## config.mk

```make
export PLATFORM = sky130hd
export DESIGN_NAME = lcdsb_top
export DESIGN_NICKNAME = d
export VERILOG_FILES = /design/src/inc/lcdsb_pkg.sv /design/src/hdl/lcdsb_top.sv /design/src/hdl/lcdsb_phase_gen.sv
export VERILOG_INCLUDE_DIRS = /design/src /design/src/inc
export SDC_FILE = /design/constraint.sdc
export NUM_CORES = 1
export LEC_CHECK = 0
export ABC_AREA = 1
export ABC_CLOCK_PERIOD_IN_PS = 5410
export BUFFER_PORTS_ARGS = -buffer_cell sky130_fd_sc_hd__buf_2
export CAP_MARGIN = 20
export CORE_UTILIZATION = 57
export CTS_CLUSTER_SIZE = 8
export DETAILED_ROUTE_END_ITERATION = 8
export PLACE_DENSITY = 0.92
export SETUP_SLACK_MARGIN = 0.05
export SKIP_CTS_REPAIR_TIMING = 1
export SYNTH_ARGS = -nofsm -noshare
export SYNTH_HDL_FRONTEND = slang
export SYNTH_SLANG_ARGS = --single-unit
```

## constraint.sdc

```tcl
create_clock -name core_clk_i -period 5.41 [get_ports core_clk_i]
set_input_delay 1.623 -clock core_clk_i [delete_from_list [all_inputs] [get_ports core_clk_i]]
set_output_delay 1.623 -clock core_clk_i [all_outputs]
set_load 0.01 [all_outputs]
```

## src/inc/lcdsb_consts.svh

```systemverilog
// Offsets, field positions, reset values and timing counts of the LCD buffer
`ifndef LCDSB_CONSTS_SVH
`define LCDSB_CONSTS_SVH

// Register word indices; the byte address is four times the index
`define LCDSB_CTRL_IDX 6'h00
`define LCDSB_STAT_IDX 6'h01
`define LCDSB_BUF_FIRST_IDX 6'h0D
`define LCDSB_BUF_LAST_IDX 6'h13
`define LCDSB_BUF_WORDS 7

// Field positions inside a buffer word
`define LCDSB_ODD_MSB 7
`define LCDSB_ODD_LSB 4
`define LCDSB_EVEN_MSB 3
`define LCDSB_EVEN_LSB 0
`define LCDSB_FIELD_W 4

// Control and status bit positions
`define LCDSB_EN_BIT 0
`define LCDSB_STAT_SUPPLY_BIT 0
`define LCDSB_STAT_PHASE_LSB 1

// Reset values
`define LCDSB_EN_RST 1'b0
`define LCDSB_BUF_RST 8'h00

// Common phase time and its cycle count at the core clock
`define LCDSB_CLK_PERIOD_NS 4
`define LCDSB_PHASE_TIME_US 1000
`define LCDSB_PHASE_CYCLES \
  ((`LCDSB_PHASE_TIME_US * 1000) / `LCDSB_CLK_PERIOD_NS)

`endif

```

## src/inc/lcdsb_pkg.sv

```systemverilog
// Types shared by the LCD segment buffer and its common phase generator
package lcdsb_pkg;

  // Common drive phase, Gray coded along the scan order
  typedef enum logic [1:0] {
    LCDSB_PH0 = 2'b00,
    LCDSB_PH1 = 2'b01,
    LCDSB_PH2 = 2'b11,
    LCDSB_PH3 = 2'b10
  } lcdsb_phase_t;

endpackage

```

## src/hdl/lcdsb_top.sv

```systemverilog
// LCD segment buffer words 13 to 19 and the display enable control
//
// Overview of operation
// - Odd segment upper nibble, even lower nibble
// - Words 13..19 hold pairs 26/27 to 38/39
// - Enable one closes supply switch, display active
// - Enable zero opens supply switch, display blank
// - Commons low when disabled, waveforms when enabled
// - Reset clears enable, supply off, commons low
//
// The address map and the strobed register port were left to the implementer.
`timescale 1ns/1ns
`include "lcdsb_consts.svh"
module lcdsb_top #(
  parameter int PHASE_CYCLES = `LCDSB_PHASE_CYCLES
) (
  input wire logic core_clk_i,
  input wire logic rst_i,
  input wire logic [7:0] addr_i,
  input wire logic [31:0] wdata_i,
  input wire logic wr_i,
  input wire logic rd_i,
  output logic [31:0] rdata_o,
  output logic lcd_drive_supply_o,
  output logic [3:0] common_line_o,
  output logic [13:0] segment_o
);
  import lcdsb_pkg::*;

  localparam int NW = `LCDSB_BUF_WORDS;
  localparam int FW = `LCDSB_FIELD_W;

  logic [NW-1:0][7:0] buf_reg; // Segment pair words, lowest pair first
  logic enable_reg; // Display enable bit of control word zero
  logic [31:0] rdata_reg; // Read data, valid only after a read strobe
  logic supply_reg; // Drive supply switch
  logic [3:0] com_reg; // Common line levels
  logic [13:0] seg_reg; // Segment line levels
  lcdsb_phase_t phase; // Current common phase
  logic tick; // Phase step pulse
  logic [5:0] widx; // Word index of the bus address
  logic buf_hit; // Address falls inside the buffer words
  logic [2:0] buf_sel; // Buffer word number inside the block
  logic [1:0] com_idx; // Binary common number of the phase

  assign widx = addr_i[7:2];
  assign buf_hit = (widx >= `LCDSB_BUF_FIRST_IDX) &&
                   (widx <= `LCDSB_BUF_LAST_IDX);
  assign buf_sel = 3'(widx - `LCDSB_BUF_FIRST_IDX);

  // Gray phase to common number
  always_comb begin
    unique case (phase)
      LCDSB_PH0: com_idx = 2'h0;
      LCDSB_PH1: com_idx = 2'h1;
      LCDSB_PH2: com_idx = 2'h2;
      LCDSB_PH3: com_idx = 2'h3;
    endcase
  end

  // Segment levels for one common: bit k of each field drives common k
  function automatic logic [13:0] seg_pick(
    input logic [NW-1:0][7:0] words,
    input logic [1:0] ci
  );
    logic [13:0] s;
    s = '0;
    for (int i = 0; i < NW; i++) begin
      s[2*i] = words[i][`LCDSB_EVEN_LSB + ci];
      s[2*i+1] = words[i][`LCDSB_ODD_LSB + ci];
    end
    return s;
  endfunction

  // Scan timing lives in its own small module
  lcdsb_phase_gen #(
    .PHASE_CYCLES(PHASE_CYCLES)
  ) u_phase (
    .core_clk_i(core_clk_i),
    .rst_i(rst_i),
    .run_i(enable_reg),
    .phase_o(phase),
    .tick_o(tick)
  );

  // One register per buffer word, each written only at its own index
  generate
    for (genvar g = 0; g < NW; g++) begin : g_buf
      always_ff @(posedge core_clk_i or posedge rst_i) begin
        if (rst_i) begin
          buf_reg[g] <= `LCDSB_BUF_RST;
        end else if (wr_i && buf_hit && buf_sel == 3'(g)) begin
          // Only the two nibbles are stored; bits 31..8 are read-only
          buf_reg[g] <= wdata_i[7:0];
        end
      end
    end
  endgenerate

  // Display enable; reset leaves the display switched off
  always_ff @(posedge core_clk_i or posedge rst_i) begin
    if (rst_i) begin
      enable_reg <= `LCDSB_EN_RST;
    end else if (wr_i && widx == `LCDSB_CTRL_IDX) begin
      enable_reg <= wdata_i[`LCDSB_EN_BIT];
    end
  end

  // Read port; unmapped words and reserved bits read as zero
  always_ff @(posedge core_clk_i or posedge rst_i) begin
    if (rst_i) begin
      rdata_reg <= '0;
    end else if (!rd_i) begin
      // Data stand for one cycle only
      rdata_reg <= '0;
    end else if (buf_hit) begin
      rdata_reg <= {24'h000000, buf_reg[buf_sel]};
    end else if (widx == `LCDSB_CTRL_IDX) begin
      rdata_reg <= {31'h00000000, enable_reg};
    end else if (widx == `LCDSB_STAT_IDX) begin
      rdata_reg <= {29'h00000000, com_idx, supply_reg};
    end else begin
      rdata_reg <= '0;
    end
  end

  // Supply switch follows the enable bit one cycle later
  always_ff @(posedge core_clk_i or posedge rst_i) begin
    if (rst_i) begin
      supply_reg <= 1'b0;
    end else begin
      supply_reg <= enable_reg;
    end
  end

  // Commons: low while off, otherwise the scanned common is high
  always_ff @(posedge core_clk_i or posedge rst_i) begin
    if (rst_i) begin
      com_reg <= 4'h0;
    end else if (!enable_reg) begin
      com_reg <= 4'h0;
    end else begin
      com_reg <= 4'h1 << com_idx;
    end
  end

  // Segments: blank while off, else the fields' bits for this common.
  // Levels here are logical; the analog bias network shapes voltages.
  always_ff @(posedge core_clk_i or posedge rst_i) begin
    if (rst_i) begin
      seg_reg <= '0;
    end else if (!enable_reg) begin
      seg_reg <= '0;
    end else begin
      seg_reg <= seg_pick(buf_reg, com_idx);
    end
  end

  assign rdata_o = rdata_reg;
  assign lcd_drive_supply_o = supply_reg;
  assign common_line_o = com_reg;
  assign segment_o = seg_reg;
endmodule

```

## src/hdl/lcdsb_phase_gen.sv

```systemverilog
// Common line scan generator: phase divider and four-step phase sequencer
`timescale 1ns/1ns
`include "lcdsb_consts.svh"
module lcdsb_phase_gen #(
  parameter int PHASE_CYCLES = `LCDSB_PHASE_CYCLES
) (
  input wire logic core_clk_i,
  input wire logic rst_i,
  input wire logic run_i,
  output lcdsb_pkg::lcdsb_phase_t phase_o,
  output logic tick_o
);
  import lcdsb_pkg::*;

  localparam int CW = $clog2(PHASE_CYCLES + 1);
  localparam logic [CW-1:0] LAST = CW'(PHASE_CYCLES - 1);

  logic [CW-1:0] div_reg; // Cycles spent in the current phase
  lcdsb_phase_t phase_reg; // Current common phase
  logic tick_reg; // One-cycle enable at each phase end

  // Divider; held clear while stopped so a restart gets a full phase
  always_ff @(posedge core_clk_i or posedge rst_i) begin
    if (rst_i) begin
      div_reg <= '0;
      tick_reg <= 1'b0;
    end else if (!run_i) begin
      div_reg <= '0;
      tick_reg <= 1'b0;
    end else if (div_reg == LAST) begin
      div_reg <= '0;
      tick_reg <= 1'b1;
    end else begin
      div_reg <= div_reg + 1'b1;
      tick_reg <= 1'b0;
    end
  end

  // Phase sequencer steps on each tick, parks on phase 0 when stopped
  always_ff @(posedge core_clk_i or posedge rst_i) begin
    if (rst_i) begin
      phase_reg <= LCDSB_PH0;
    end else if (!run_i) begin
      phase_reg <= LCDSB_PH0;
    end else if (tick_reg) begin
      unique case (phase_reg)
        LCDSB_PH0: phase_reg <= LCDSB_PH1;
        LCDSB_PH1: phase_reg <= LCDSB_PH2;
        LCDSB_PH2: phase_reg <= LCDSB_PH3;
        LCDSB_PH3: phase_reg <= LCDSB_PH0;
      endcase
    end
  end

  assign phase_o = phase_reg;
  assign tick_o = tick_reg;

endmodule

```

==> metrics.md <==
| Metric | Value |
|---|---|
| N_diodes | 0 |
| I/O Pins | 95 |
| Peak supply drop | about 190 uV |
| RSZ-0062 raised after global routing | no |
| Tot GR Track Use | 28.2% |
| Outcome | finished, final reports clean |
| H-tree depth | 3 |
| Synth top area share | 46.5% |
| Worst hold path type | reg2reg |
| Number of buffers created by CTS | 9 |
| Worst path required time | 5.68 ns |
| Slowest CP cell | buf_2 |
| Crit Path Category | in2reg |
| DR iter-0 viols | 474 |
| Reported max-cap violation count | 0 |
| Max FFs per register | 56 |
| Final min period | 3.78 ns |
| First-pass GRT wire length | approximately 22 mm |
| Post-synth design cell area | 5650 sq um |
| Fin util | around 64% |
| Final Skew | 0.0164 ns |
| Syn. warnings | 0 |
| # nets final | roughly 820 |
| Largest net degree at the start of global routing | 78 |
| Drt pass-1 iters | 5 |
| Final period util | a little over two thirds |
| Max clock buf depth | 2 |
| Chip height | 102 um |
| Wire length per cell | 14.9 um |
| Initial cell density of the core | 60.0% |
| Vias per Instance | 5.48 |
| Root Driver | clkbuf_8 |
| Ranking of synthesized cells by area | dfrtp_1, nand2_1, nand3_1 |
| PD cells | 302 nW/um^2 |
| Register area share after synthesis | 46.5% |
| Final hold vios | 0 |
| Unique masters post-synth | 34 |
| DP HPWL | between 8 and 9 mm |
| Crit path capture type | register |
| Reg clk slew, reported paths | 0.09 ns |
| Design Area, Final | about 6000 sq um |
| Vias in the first global route | approximately 4600 |
| Setup_tns | 0 ns |
| Crit path DAT | 4.05 ns |
| Core area | 9420 sq um |
| Rows | 35 |
| Skew-Pair Late Insertion Delay | 0.39 ns |
| Pleak | 3.22 nW |
| Syn Inst Count | around 740 |
| Initial antenna violation count | 0 |
| CTS tree | yes |
| Share of layout cells above drive strength 1 | 10.9% |
| Leading area contributor after synthesis | dfrtp_1 |
| Syn_area_per_cell | 7.68 sq um |
| DR vias | 4925 |
| Drt total wl | 13.4 mm |
| Worst Hold Depth | 2 |
| Area Overhead vs Synth | 7.27% |
| Final Slew Violations | 0 |
| #FFs+latches synth | ~110 |
| Critical Path Start Type | primary input |
| Number of remaining DRC errors | 0 |
| Dpl cells | 883 |
| Crit path max fanout | 46 |
| Setup violators final | 0 |
| Sink Count | 105 |
| Final hold slack | 0.484 ns |
| Worst-path cell chain | buf_2 > inv_1 > ha_1 > nand2_1 > nand3_1 > nand2_2 > inv_2 > nor2_8 > buf_4 > nand2_4 > nand2_1 > nand2_1 |
| Area of the die | 10300 sq um |
| Most numerous cell on the critical path | nand2_1 |
| Routed Antenna Nets | 0 |
| CP peak stage delay | 0.51 ns |
| Final non-filler cell total | ~900 |
| Input/output buffers | 44 |
| Chip Width | 102 um |
| Worst Reg-to-Reg Cells | 8 |
| Slew @ Worst Pin | 1.15 ns |
| F_max | 265 MHz |
| Remaining Overflow, GRT | 0 |
| Routability congestion estimate | 0.974 |
| Slew HR | 23.1% |
| Post-DP Area | approximately 5800 sq um |
cell usage in the layout (no fill, tap or decap), types with 4 or more instances in the layout:
cell      count
o21ai_0      24
a31oi_1       9
nor2_1       68
buf_4         5
a21oi_1      15
nand3_1      97
nor3_1        9
ha_1         12
inv_1        38
nor2_2        4
buf_2        44
a211oi_1      6
xor2_1        7
conb_1       24
dfrtp_1     105
clkbuf_8      9
nand2_1     259
nand2_4       4
final timing paths:
check                                end  slack, ns          startpoint
setup / recovery              buf_reg[1]       1.63           addr_i[2]
hold / removal               buf_reg[55]       0.48         buf_reg[55]
setup reg to reg           segment_o[10]       3.12  u_phase.phase_o[0]
hold reg to reg              buf_reg[55]       0.48         buf_reg[55]
max in group asynchronous    buf_reg[45]       3.03               rst_i
min in group asynchronous  segment_o[13]       1.43               rst_i
final cells by class:
class / instances / area (sq um)
Sequential cell: 105 / 2630
Timing Repair Buffer: 49 / 258
Clock buffer: 10 / 128
Fill cell: 810 / 3360
Multi-Input combinational cell: 559 / 2630
Tap cell: 129 / 161
Clock inverter: 6 / 96.3
Inverter: 41 / 156
cells in the mapped netlist, drive strengths merged:
library cell / n
nand3: 97
nand3b: 2
nor2: 77
xor2: 7
dfrtp: 105
a21oi: 15
nor3b: 1
ha: 12
xnor2: 4
nand4: 2
a21boi: 1
buf: 37
clkbuf: 16
a211oi: 6
conb: 1
o21ai: 24
a31oi: 9
o211ai: 1
nor3: 9
o22ai: 2
inv: 41
or2: 1
o21bai: 1
nand2: 264
metrics by stage:
| stage | setup slack, ns | power [W] |
|---|---|---|
| floorplan | 1.03 | 0.00119 |
| global placement | 1.29 | 0.00127 |
| detailed placement | 1.27 | 0.00129 |
| CTS | 1.69 | 0.00183 |
| global route | 1.38 | 0.00192 |
| finish | 1.63 | 0.00183 |
logic make-up (layout without fill, tap and decap cells):
| group | after synthesis | after routing | share of synthesized area [%] |
|---|---|---|---|
| buffers and inverters | 94 | 106 | 8.49 |
| other | 1 | 24 | 0.0664 |
| flip-flops | 105 | 105 | 46.5 |
| AO/OA/AOI/OAI | 59 | 59 | 5.87 |
| adder cells (fa/ha/maj) | 12 | 12 | 2.66 |
| AND/OR/NAND/NOR | 453 | 453 | 34.5 |
| XOR/XNOR | 11 | 11 | 1.84 |
routing by layer:
metal	track usage, %	wire, um	up-vias
met5	0	0	-
met2	46.6	6570	208
met4	10.7	297	0
met1	37.2	5460	2315
met3	5.04	1070	30
li1	-	-	2372
worst max-delay path, delay by kind of cell:
family	cells	cell delay [ns]
simple gates	7	1.03
fa+ha+maj	1	0.29
buf+inv	4	1.08
power by group:
group	total, W	switching [W]	leakage, nW	internal, W
clock network	0.000548	0.000281	0.109	0.000267
registers	0.000957	0.0000784	1.41	0.000878
logic	0.000322	0.000214	1.69	0.000108
(Power assumes the default switching activity.)
